$ cat config.mk
export PLATFORM = sky130hd
export DESIGN_NAME = eia_port
export DESIGN_NICKNAME = d
export VERILOG_FILES = /design/src/rtl/eia_pkg.sv /design/src/rtl/eia_port.sv
export VERILOG_INCLUDE_DIRS = /design/src /design/src/rtl
export SDC_FILE = /design/constraint.sdc
export NUM_CORES = 1
export LEC_CHECK = 0
export ABC_AREA = 1
export BUFFER_PORTS_ARGS = -buffer_cell sky130_fd_sc_hd__buf_2
export CAP_MARGIN = 20
export CELL_PAD_IN_SITES_DETAIL_PLACEMENT = 0
export CELL_PAD_IN_SITES_GLOBAL_PLACEMENT = 2
export CORE_MARGIN = 2
export CORE_UTILIZATION = 33
export DETAILED_ROUTE_END_ITERATION = 10
export PLACE_DENSITY = 0.88
export SLEW_MARGIN = 20
export SYNTH_ARGS = -nofsm -noshare
export SYNTH_HDL_FRONTEND = slang
export SYNTH_SLANG_ARGS = --single-unit
$ cat constraint.sdc
create_clock -name SYS_CLK -period 1.8 [get_ports SYS_CLK]
set_input_delay 0.09 -clock SYS_CLK [delete_from_list [all_inputs] [get_ports SYS_CLK]]
set_output_delay 0.09 -clock SYS_CLK [all_outputs]
set_load 0.02 [all_outputs]
$ cat src/rtl/eia_map.svh
`ifndef EIA_MAP_SVH
`define EIA_MAP_SVH

// register offsets
`define EIA_OFF_STATUS 8'h08
`define EIA_OFF_LIVECRC 8'h09
`define EIA_OFF_STORCRC 8'h0a
`define EIA_OFF_RDLOC 8'h0b
`define EIA_OFF_RDWORD 8'h0c
`define EIA_OFF_PRLOC 8'h0d
`define EIA_OFF_PRDATA 8'h0e

// status word bit positions
`define EIA_ST_FETCH 0
`define EIA_ST_BUSY 4
`define EIA_ST_CRCERR 5
`define EIA_ST_WRERR 8

// reset values and constants
`define EIA_RST16 16'h0000
`define EIA_RST6 6'h00
`define EIA_LOC_STEP 6'h01
`define EIA_CRC_POLY 16'h1021
`define EIA_LOC_MSB 5
`define EIA_WORD_MSB 15

`endif

$ cat src/rtl/eia_pkg.sv
package eia_pkg;
	typedef enum logic [1:0] {
		EIA_IDLE = 2'h0,
		EIA_FETCH = 2'h1,
		EIA_PROG = 2'h2
	} eia_state_t;
endpackage

$ cat src/rtl/eia_port.sv
`timescale 1ns/1ps
`include "eia_map.svh"
// Notes on behaviour
// - status word at 0x8, reads zero after reset
// - running crc of fetched words at 0x9
// - stored crc at 0xA, compare sets status
// - write 0xB starts readback at location
// - write 0xB fetches the written location immediately
// - read 0xC returns word one past location
// - each 0xC read while idle advances and fetches next
// - write 0xD sets programming start location
// - data write programs word at given location
// - each 0xE write while idle advances and programs next
// - busy bit 4 during program; 0xB/0xC/0xD/0xE ops refused, other reads allowed
// - read-clear error if op during write phase
// - crc error bit on configuration mismatch
module eia_port (
	// clock and reset
	input wire logic SYS_CLK,
	input wire logic RSTN,
	// register port
	input wire logic [7:0] REG_ADDR,
	input wire logic REG_WR,
	input wire logic REG_RD,
	input wire logic [15:0] REG_WDATA,
	output logic [15:0] REG_RDATA,
	// eeprom array
	output logic [5:0] EE_ADDR,
	output logic EE_RD,
	output logic EE_WR,
	output logic [15:0] EE_WDATA,
	input wire logic [15:0] EE_RDATA,
	input wire logic EE_RVALID,
	input wire logic EE_DONE,
	// configuration crc check
	input wire logic CFG_START,
	input wire logic CFG_END,
	input wire logic [15:0] CFG_STORED_CRC
);

	eia_pkg::eia_state_t state_reg, state_next;
	logic [5:0] rd_ptr_reg, rd_ptr_next;
	logic [5:0] wr_ptr_reg, wr_ptr_next;
	logic chain_reg, chain_next;
	logic [15:0] word_reg, word_next;
	logic [15:0] rdloc_reg, prloc_reg;
	logic [15:0] live_reg, stored_reg;
	logic crcerr_reg, wrerr_reg;
	logic [5:0] ee_addr_next;
	logic ee_rd_next, ee_wr_next;

	function automatic logic [15:0] crc_step(input logic [15:0] crc, input logic [15:0] d);
		logic [15:0] c;
		c = crc;
		for (int i = `EIA_WORD_MSB; i >= 0; i--) begin
			c = (c[15] ^ d[i]) ? ((c << 1) ^ `EIA_CRC_POLY) : (c << 1);
		end
		return c;
	endfunction

	// decode
	wire wr_b = REG_WR && (REG_ADDR == `EIA_OFF_RDLOC);
	wire rd_c = REG_RD && (REG_ADDR == `EIA_OFF_RDWORD);
	wire wr_d = REG_WR && (REG_ADDR == `EIA_OFF_PRLOC);
	wire wr_e = REG_WR && (REG_ADDR == `EIA_OFF_PRDATA);
	wire rd_st = REG_RD && (REG_ADDR == `EIA_OFF_STATUS);
	wire idle = (state_reg == eia_pkg::EIA_IDLE);
	wire phase_busy = (state_reg == eia_pkg::EIA_PROG);
	wire op_req = wr_b | rd_c | wr_d | wr_e;
	wire op_refused = op_req && phase_busy;
	wire go_b = wr_b && idle;
	wire go_c = rd_c && idle;
	wire go_d = wr_d && idle;
	wire go_e = wr_e && idle;
	wire [15:0] live_step = EE_RVALID ? crc_step(live_reg, EE_RDATA) : live_reg;

	// status word, unlisted bits read zero
	wire fetch_pending = (state_reg == eia_pkg::EIA_FETCH);
	wire [15:0] status_word = (16'(fetch_pending) << `EIA_ST_FETCH) |
		(16'(phase_busy) << `EIA_ST_BUSY) |
		(16'(crcerr_reg) << `EIA_ST_CRCERR) |
		(16'(wrerr_reg) << `EIA_ST_WRERR);

	// read mux
	wire [15:0] rdata_next =
		(REG_ADDR == `EIA_OFF_STATUS) ? status_word :
		(REG_ADDR == `EIA_OFF_LIVECRC) ? live_reg :
		(REG_ADDR == `EIA_OFF_STORCRC) ? stored_reg :
		(REG_ADDR == `EIA_OFF_RDLOC) ? rdloc_reg :
		(REG_ADDR == `EIA_OFF_RDWORD) ? word_reg :
		(REG_ADDR == `EIA_OFF_PRLOC) ? prloc_reg : `EIA_RST16;

	// next values of the host-visible registers
	wire [15:0] rdloc_next = go_b ? REG_WDATA : rdloc_reg;
	wire [15:0] prloc_next = go_d ? REG_WDATA : prloc_reg;
	wire [15:0] reg_rdata_next = REG_RD ? rdata_next : REG_RDATA;
	wire [15:0] ee_wdata_next = go_e ? REG_WDATA : EE_WDATA;
	// a new configuration pass restarts the live crc
	wire [15:0] live_next = CFG_START ? `EIA_RST16 : live_step;
	wire [15:0] stored_next = CFG_END ? CFG_STORED_CRC : stored_reg;
	wire crc_mismatch = (live_reg != CFG_STORED_CRC);
	wire crcerr_next = CFG_END ? crc_mismatch : crcerr_reg;
	// a refusal in the clearing read cycle still sets the flag
	wire wrerr_next = op_refused | (wrerr_reg & ~rd_st);

	// sequencer
	always_comb begin
		state_next = state_reg;
		rd_ptr_next = rd_ptr_reg;
		wr_ptr_next = wr_ptr_reg;
		chain_next = chain_reg;
		word_next = word_reg;
		ee_addr_next = EE_ADDR;
		ee_rd_next = 1'b0;
		ee_wr_next = 1'b0;
		unique case (state_reg)
			eia_pkg::EIA_IDLE: begin
				if (go_b) begin
					ee_addr_next = REG_WDATA[`EIA_LOC_MSB:0];
					ee_rd_next = 1'b1;
					rd_ptr_next = REG_WDATA[`EIA_LOC_MSB:0] + `EIA_LOC_STEP;
					chain_next = 1'b1;
					state_next = eia_pkg::EIA_FETCH;
				end else if (go_c) begin
					ee_addr_next = rd_ptr_reg;
					ee_rd_next = 1'b1;
					rd_ptr_next = rd_ptr_reg + `EIA_LOC_STEP;
					chain_next = 1'b0;
					state_next = eia_pkg::EIA_FETCH;
				end else if (go_d) begin
					wr_ptr_next = REG_WDATA[`EIA_LOC_MSB:0];
				end else if (go_e) begin
					ee_addr_next = wr_ptr_reg;
					ee_wr_next = 1'b1;
					wr_ptr_next = wr_ptr_reg + `EIA_LOC_STEP;
					state_next = eia_pkg::EIA_PROG;
				end
			end
			eia_pkg::EIA_FETCH: begin
				if (EE_RVALID) begin
					word_next = EE_RDATA;
					if (chain_reg) begin
						ee_addr_next = rd_ptr_reg;
						ee_rd_next = 1'b1;
						rd_ptr_next = rd_ptr_reg + `EIA_LOC_STEP;
						chain_next = 1'b0;
					end else begin
						state_next = eia_pkg::EIA_IDLE;
					end
				end
			end
			eia_pkg::EIA_PROG: begin
				if (EE_DONE) begin
					state_next = eia_pkg::EIA_IDLE;
				end
			end
			default: begin
				state_next = eia_pkg::EIA_IDLE;
			end
		endcase
	end

	// sequencer state and location counters
	always_ff @(posedge SYS_CLK or negedge RSTN) begin
		if (!RSTN) begin
			state_reg <= eia_pkg::EIA_IDLE;
			rd_ptr_reg <= `EIA_RST6;
			wr_ptr_reg <= `EIA_RST6;
			chain_reg <= 1'b0;
			word_reg <= `EIA_RST16;
		end else begin
			state_reg <= state_next;
			rd_ptr_reg <= rd_ptr_next;
			wr_ptr_reg <= wr_ptr_next;
			chain_reg <= chain_next;
			word_reg <= word_next;
		end
	end

	// array requests, strobes last one cycle
	always_ff @(posedge SYS_CLK or negedge RSTN) begin
		if (!RSTN) begin
			EE_ADDR <= `EIA_RST6;
			EE_RD <= 1'b0;
			EE_WR <= 1'b0;
			EE_WDATA <= `EIA_RST16;
		end else begin
			EE_ADDR <= ee_addr_next;
			EE_RD <= ee_rd_next;
			EE_WR <= ee_wr_next;
			EE_WDATA <= ee_wdata_next;
		end
	end

	// register file
	always_ff @(posedge SYS_CLK or negedge RSTN) begin
		if (!RSTN) begin
			rdloc_reg <= `EIA_RST16;
			prloc_reg <= `EIA_RST16;
			REG_RDATA <= `EIA_RST16;
		end else begin
			rdloc_reg <= rdloc_next;
			prloc_reg <= prloc_next;
			REG_RDATA <= reg_rdata_next;
		end
	end

	// live and stored crc
	always_ff @(posedge SYS_CLK or negedge RSTN) begin
		if (!RSTN) begin
			live_reg <= `EIA_RST16;
			stored_reg <= `EIA_RST16;
		end else begin
			live_reg <= live_next;
			stored_reg <= stored_next;
		end
	end

	// sticky status flags
	always_ff @(posedge SYS_CLK or negedge RSTN) begin
		if (!RSTN) begin
			crcerr_reg <= 1'b0;
			wrerr_reg <= 1'b0;
		end else begin
			crcerr_reg <= crcerr_next;
			wrerr_reg <= wrerr_next;
		end
	end

endmodule

==> summary.md, run 1 <==
| Metric | Value |
|---|---|
| Non-Filler Cell Area, Final | ~0.0095 mm2 |
| Die width | ~150 um |
| Synth Area in XOR/XNOR | roughly 5.4% |
| Mapped Nets | 1033 |
| H-tree levels | 4 |
| Gpl congestion | roughly 0.84 |
| Final Max Slew Viols | 0 |
| Cell-by-cell trace of the critical path | inv_2 -> nand2_1 -> nand2_1 -> nand2_2 -> nand2_2 -> nand2_1 -> nand2_2 -> inv_1 -> nand2_1 -> nand2_2 -> nand2_1 -> nand3_1 -> nand2_1 |
| CP max-delay cell | dfrtp_1 |
| Hold WC Path Type | input port to register |
| Clk_lat worst skew | between 0.4 and 0.5 ns |
| Achievable Freq | approximately 600 MHz |
| Crit path DAT | approximately 2.0 ns |
| N_diodes | 0 |
| Max_cap viols | 0 |
| Final Critical Period | about 1.7 ns |
| Initial antenna violation count | 0 |
| Largest family of logic cells by synthesized area | simple AND/OR/NAND/NOR gates |
| Syn-to-layout area delta | 28.6% |
| Longest Clk Path Bufs | 2 |
| Root Buffer | clkbuf_16 |
| Clock buffer count from CTS | 17 |
| Ranking of synthesized cells by area | dfrtp_1 (47%), nand2_1 (18%), o21ai_0 (5.6%) |
| Multiplexer share of the synthesized area | 1.38% |
| Startpoint Class | register |
| Reg2reg setup slack | around 0.12 ns |
| DRT iter0 DRCs | roughly 400 |
| Post-synth top area cell | dfrtp_1 |
| Die Y | ~150 um |
| Drt drc | 0 |
| HP Start | REG_WDATA[3] |
| Total Wirelength | about 22 mm |
| R2r worst-path depth | 13 |
| Yosys warning total | 0 |
| IO buf count | between 100 and 150 |
| CP peak stage delay | roughly 0.5 ns |
| Final Net Count | about 1200 |
| Dpl cell area | 0.00837 mm2 |
| Core Region | between 0.02 and 0.025 mm2 |
| Hold EP | rdloc_reg[3]$_DFFE_PN0N_ |
| Core Util, Final | 43.3% |
| Mapped Area | approximately 0.0074 mm2 |
| Hpwl dp | approximately 17 mm |
| Worst slew margin | 48.4% |
| Unique masters post-synth | 35 |
| Synth top area share | 46.5% |
| Via Count | around 7000 |
| Worst path most repeated cell | nand2_1 |
| Remaining antenna violation count after routing | 0 |
| Peak VDD IR | 0.000521 V |
| WS Path Type | register to register |
| Worst Path Required | roughly 2.1 ns |
| Clk slew on worst S/H paths | around 0.060 ns |
| Synth Area in Adders | less than 1% |
| GRT Util Overall | 19.5% |
| Simple-Gate Fraction of Synth Area | 29.5% |
| # placed instances | roughly 1400 |
| Post-Synthesis Cells | 966 |
| Most common cell after layout, fill and taps aside | nand2_1 |
| Seq/Total Area, Yosys | 46.5% |
| Row cnt | 54 |
| Vias in the first global route | roughly 6500 |
| First-pass detailed-route iteration total | 5 |
| Synth Area in Compound Gates | under 10% |
| Vias/cell | roughly 4.8 |
| Pleak | ~5.0 nW |
| Final Cycle Share | approximately 93% |
| CP bufs+invs | 2 |
| Final setup vio count | 0 |
| Syn Area/Cell | between 7 and 8 um2 |
| #FFs+latches synth | 137 |
| Crit Path Max Fanout | 4 |
| Non-filler cells, final | 1430 |
| Pwr/cell area | roughly 1100 mW/mm2 |
| Most frequent cells in the layout | nand2_1 (348), dfrtp_1 (134), buf_2 (102), inv_1 (87), o21ai_0 (82) |
| Worst r2r dst | live_reg[15]$_DFFE_PN0P_ |
| CTS tree | built |
| CP top delay family | simple AND/OR/NAND/NOR gates |
| Average routed wire per standard cell | ~16 um |
| GRT overflow | 0 |
| Initial core utilization | 33.7% |
| Unrepaired setup endpoints after global routing | false |
| Worst hold path depth | 3 |
| First-pass GRT wire length | around 36 mm |
| Die Area | 0.0235 mm2 |
| CTS sink count | between 100 and 150 |
| Critical Path End Type | register |
| Fin. Hold Viols | 0 |
| Actual slew at the worst max-slew pin | between 0.7 and 0.8 ns |
| Status | completed |
| Worst reg2reg startpoint | live_reg[11]$_DFFE_PN0P_ |
| Power Total | roughly 0.01 W |
| Largest net degree at the start of global routing | 47 |
| Post-Route Skew | about 0.0074 ns |
| Worst hold slack | around 0.028 ns |
| Io pins | between 100 and 150 |
| Share of cells above drive strength 1 | around 20% |
power breakdown:
group	internal, W	switching [W]	total, W
clock network	0.00193	0.00148	0.00341
registers	0.00343	0.000355	0.00379
logic	0.00128	0.00181	0.00309
total	0.00664	0.00365	0.0103
Yosys cell counts:
| library cell | n |
|---|---|
| clkbuf_1 | 18 |
| o22ai_1 | 6 |
| nor2_2 | 3 |
| nor2_1 | 36 |
| inv_1 | 91 |
| buf_6 | 1 |
| nor3_1 | 4 |
| nand2_2 | 1 |
| nor2_4 | 1 |
| o211ai_1 | 5 |
| buf_4 | 4 |
| inv_2 | 2 |
| o21ai_0 | 82 |
| a21oi_1 | 14 |
| xor2_1 | 18 |
| o2111ai_1 | 1 |
| nand3_1 | 68 |
| o31ai_1 | 2 |
| dfrtp_1 | 137 |
| o21a_1 | 1 |
| nor3_4 | 2 |
| nand3_2 | 2 |
| nand2_1 | 363 |
| o211ai_2 | 1 |
| o21ai_1 | 18 |
| nand3b_1 | 4 |
| nand3_4 | 2 |
| buf_2 | 14 |
| o21ai_2 | 1 |
| xnor2_1 | 24 |
| nand4_1 | 22 |
| xnor2_2 | 2 |
| mux2_2 | 9 |
| or2_2 | 4 |
| ha_1 | 3 |
area by class of cell:
| type | instances | area (um2) |
|---|---|---|
| Clock buffer | 17 | 425 |
| Clock inverter | 15 | 144 |
| Fill cell | 2321 | 12400 |
| Inverter | 93 | 349 |
| Multi-Input combinational cell | 699 | 3470 |
| Sequential cell | 137 | 3430 |
| Tap cell | 280 | 350 |
| Timing Repair Buffer | 189 | 1300 |
per-layer routing:
| metal | share of wire (%) | vias up | wire length, um | global-route usage [%] |
|---|---|---|---|---|
| met5 | 0 | - | 0 | 0 |
| met4 | 1.8 | 0 | 412 | 5.81 |
| met3 | 4.5 | 29 | 1000 | 4.14 |
| met2 | 46 | 162 | 10300 | 31.0 |
| met1 | 48 | 3236 | 10600 | 26.9 |
| li1 | - | 3451 | - | - |
worst reg2reg max path: stages, from the launching register on:
cell	delay [ns]
dfrtp_1	0.50
inv_2	0.11
nand2_1	0.07
nand2_1	0.07
nand2_2	0.10
nand2_2	0.08
nand2_1	0.09
nand2_2	0.08
inv_1	0.07
nand2_1	0.09
nand2_2	0.10
nand2_1	0.06
nand3_1	0.09
nand2_1	0.06
metrics by stage:
| stage | worst slack (ns) | TNS (ns) |
|---|---|---|
| floorplan | 0.273 | 0 |
| global placement | -0.0101 | -0.0231 |
| detailed placement | -0.0498 | -0.0979 |
| CTS | 0.00287 | 0 |
| global route | 0.0120 | 0 |
| finish | 0.123 | 0 |
cells by family after synthesis:
family / count (synthesis)
buffers and inverters: 130
adders and majority gates: 3
xor gates and xnor gates: 44
muxes: 9
AOI/OAI and AO/OA: 131
and+or+nand+nor: 512
DFF: 137
worst max-delay path by stage:
stage | cells after the start | startpoint | slack [ns] | to
after global placement | 10 | live_reg[14]$_DFFE_PN0P_ | -0.01 | live_reg[7]$_DFFE_PN0P_
final | 13 | live_reg[11]$_DFFE_PN0P_ | 0.12 | live_reg[15]$_DFFE_PN0P_
after floorplan | 11 | live_reg[14]$_DFFE_PN0P_ | 0.27 | live_reg[14]$_DFFE_PN0P_
after detailed placement | 13 | live_reg[15]$_DFFE_PN0P_ | -0.05 | live_reg[15]$_DFFE_PN0P_
after global routing | 13 | live_reg[15]$_DFFE_PN0P_ | 0.01 | live_reg[12]$_DFFE_PN0P_
after CTS | 13 | live_reg[15]$_DFFE_PN0P_ | 0.003 | live_reg[15]$_DFFE_PN0P_
repair_timing:
action | CTS | global route
endpoints found under the hold margin | 183 | 0
hold buffers | 44 | 0
buffers inserted | 1 | 3
pin swaps | 1 | 4
gates resized for setup | 3 | 23
endpoints found under the setup margin | 4 | 14
Note: power is estimated with default switching activity, not from simulation.
==> run 2: changes to the inputs <==
GPL_TIMING_DRIVEN = 0   (was default)
==> run 2 against run 1 <==
Critical path depth fell by 7; highest routed layer unchanged; critical path type unchanged; final area fell by 0.32%; clock power rose by 2%; count of clock-buffer cells in the layout rose by 1; largest power group unchanged.
==> summary.md, run 2 (synthesized netlist as in run 1, its figures left out) <==
| Metric | Value |
|---|---|
| Comb pwr share | 29.8% (-0.2 points) |
| Post-Route Skew | 0.00835 ns (+0.000916 ns) |
| CTS sink count | 137 (unchanged) |
| Die width | 153 um (unchanged) |
| Row cnt | 54 (unchanged) |
| CTS tree | built |
| Worst slew margin | 48.1% (-0.27 points) |
| Initial antenna violation count | 0 (unchanged) |
| Vias/cell | 4.78 (-0.63%) |
| Switching power | 0.00366 W (+0.44%) |
| Final Max Slew Viols | 0 (unchanged) |
| Max_cap viols | 0 (unchanged) |
| H-tree levels | 4 (unchanged) |
| Final Critical Period | 1.66 ns (-0.0163 ns) |
| IO buf count | 102 (-0.97%) |
| Most frequent cells in the layout | nand2_1 (345), dfrtp_1 (135), buf_2 (116), inv_1 (88), o21ai_0 (82) |
| Drt drc | 0 (unchanged) |
| Via Count | 6844 (-0.49%) |
| Longest Clk Path Bufs | 2 (unchanged) |
| Average routed wire per standard cell | 16.1 um (+3.0%) |
| Worst Path Required | 2.11 ns (about the same) |
| N_diodes | 0 (unchanged) |
| First-pass detailed-route iteration total | 5 (unchanged) |
| Crit path DAT | 1.97 ns (-0.02 ns) |
| Pwr/cell area | 1090 mW/mm2 (+0.25%) |
| Die Y | 153 um (unchanged) |
| Clock buffer count from CTS | 17 (unchanged) |
| Actual slew at the worst max-slew pin | 0.775 ns (+0.00408 ns) |
| Clk slew on worst S/H paths | 0.06 ns (about the same) |
| Remaining antenna violation count after routing | 0 (unchanged) |
| Total Wirelength | 23.0 mm (+3.2%) |
| Achievable Freq | 602 MHz (+0.98%) |
| Hold WC Path Type | input port to register |
| Initial core utilization | 33.7% (unchanged) |
| Worst hold path depth | 3 (unchanged) |
| Power Internal | 0.00661 W (-0.34%) |
| Share of cells above drive strength 1 | 19.0% (-1.3 points) |
| Io pins | 104 (unchanged) |
| Status | completed |
| Most common cell after layout, fill and taps aside | nand2_1 |
| DRT iter0 DRCs | 493 (+25%) |
| Startpoint Class | register |
| First-pass GRT wire length | 36.7 mm (+3.0%) |
| Switching share of total power | 35.7% (+0.18 points) |
| Final setup vio count | 0 (unchanged) |
| Reg2reg setup slack | 0.14 ns (+0.02 ns) |
| Clk_lat worst skew | 0.43 ns (about the same) |
| Gpl congestion | 0.835 (-0.16%) |
| Final Net Count | 1206 (+0.17%) |
| Root Buffer | clkbuf_16 |
| Die Area | 0.0235 mm2 (unchanged) |
| Vias in the first global route | 6649 (+2.0%) |
| Hold EP | prloc_reg[3]$_DFFE_PN0P_ |
| Final Cycle Share | 92.3% (-0.90 points) |
| Pleak | 4.91 nW (-1.4%) |
| Clock Power Share | 33.7% (+0.5 points) |
| HP Start | REG_WDATA[3] |
| Crit Path Max Fanout | 10 (+6) |
| Critical Path End Type | register |
| Worst r2r dst | rd_ptr_reg[4]$_DFFE_PN0P_ |
| Final setup TNS | 0 ns (unchanged) |
| Peak VDD IR | 0.000555 V (+6.6%) |
| Syn-to-layout area delta | 28.2% |
| GRT overflow | 0 (unchanged) |
| WS Path Type | register to register |
| Hpwl dp | 17.7 mm (+4.1%) |
| GRT Util Overall | 20.2% (+0.67 points) |
| Core Region | 0.0219 mm2 (unchanged) |
| Fillers | 2323 (+0.086%) |
| Largest net degree at the start of global routing | 79 (+68%) |
| Sequential share of power | 36.4% (-0.4 points) |
| Worst hold slack | 0.0182 ns (-0.00989 ns) |
| Fin. Hold Viols | 0 (unchanged) |
| Worst reg2reg startpoint | state_reg[1]$_DFFE_PN0P_ |
| R2r worst-path depth | 6 (-7) |
## run 2: layout make-up
type | count | area [um2] | share of cell area, %
plain buffers | 37 | 181 | 1.92
clock buffers | 18 | 439 | 4.65
clock inverters | 14 | 138 | 1.46
inverters | 93 | 349 | 3.69
multi-input cells | 699 | 3520 | 37.2
flip-flops and latches | 137 | 3430 | 36.3
well taps | 280 | 350 | 3.71
repair buffers | 154 | 1040 | 11.0
## run 2: worst max path at each step
stage	startpoint	end	slack, ns
final	state_reg[1]$_DFFE_PN0P_	rd_ptr_reg[4]$_DFFE_PN0P_	0.14
after global routing	live_reg[13]$_DFFE_PN0P_	live_reg[13]$_DFFE_PN0P_	-0.01
after CTS	live_reg[13]$_DFFE_PN0P_	live_reg[13]$_DFFE_PN0P_	0.006
after detailed placement	live_reg[12]$_DFFE_PN0P_	live_reg[12]$_DFFE_PN0P_	-0.11
after global placement	RSTN	REG_RDATA[12]$_DFFE_PN0P_	-1.46
after floorplan	live_reg[14]$_DFFE_PN0P_	live_reg[14]$_DFFE_PN0P_	0.27
## run 2: stage by stage
step,cell area (um2),total power [W],utilization [%],worst slack [ns],std cells
floorplan,7370,0.00566,-,0.273,966
global placement,8230,0.00647,37.6,-1.46,1348
detailed placement,8270,0.00650,37.8,-0.106,1349
CTS,9320,0.0101,42.6,0.00641,1426
global route,9450,0.0109,43.2,-0.0100,1432
finish,9450,0.0103,43.2,0.139,1432
## run 2: power groups by stage
stage / sequential (W) / clock [W] / combinational, W
after global routing: 0.00379 / 0.00369 / 0.00343
after CTS: 0.00374 / 0.00353 / 0.00284
final: 0.00374 / 0.00347 / 0.00307
after floorplan: 0.00381 / 0 / 0.00185
after detailed placement: 0.00379 / 0 / 0.00271
after global placement: 0.00378 / 0 / 0.00269
## run 2: routing by layer
metal	vias up	track usage (%)	part of all wire, %
li1	3448	-	-
met1	3239	28.7	48
met2	142	32.3	47
met3	15	3.09	4.1
met4	0	5.16	1.0
met5	-	0	0
## run 2: repair_timing
item                                    in CTS  in global routing
endpoints found under the setup margin      20                 31
pin swaps                                    0                  6
setup buffers                                0                  6
gates resized for setup                      9                 27
hold buffers                                45                  0
endpoints found under the hold margin      126                  0
## run 2: worst max-delay path, stage by stage (launching register included)
cell and delay [ns]:
dfrtp_1 0.41, nor2_1 0.15, buf_2 0.27, nand3_2 0.25, o211ai_4 0.22, buf_6 0.18, o21ai_0 0.07
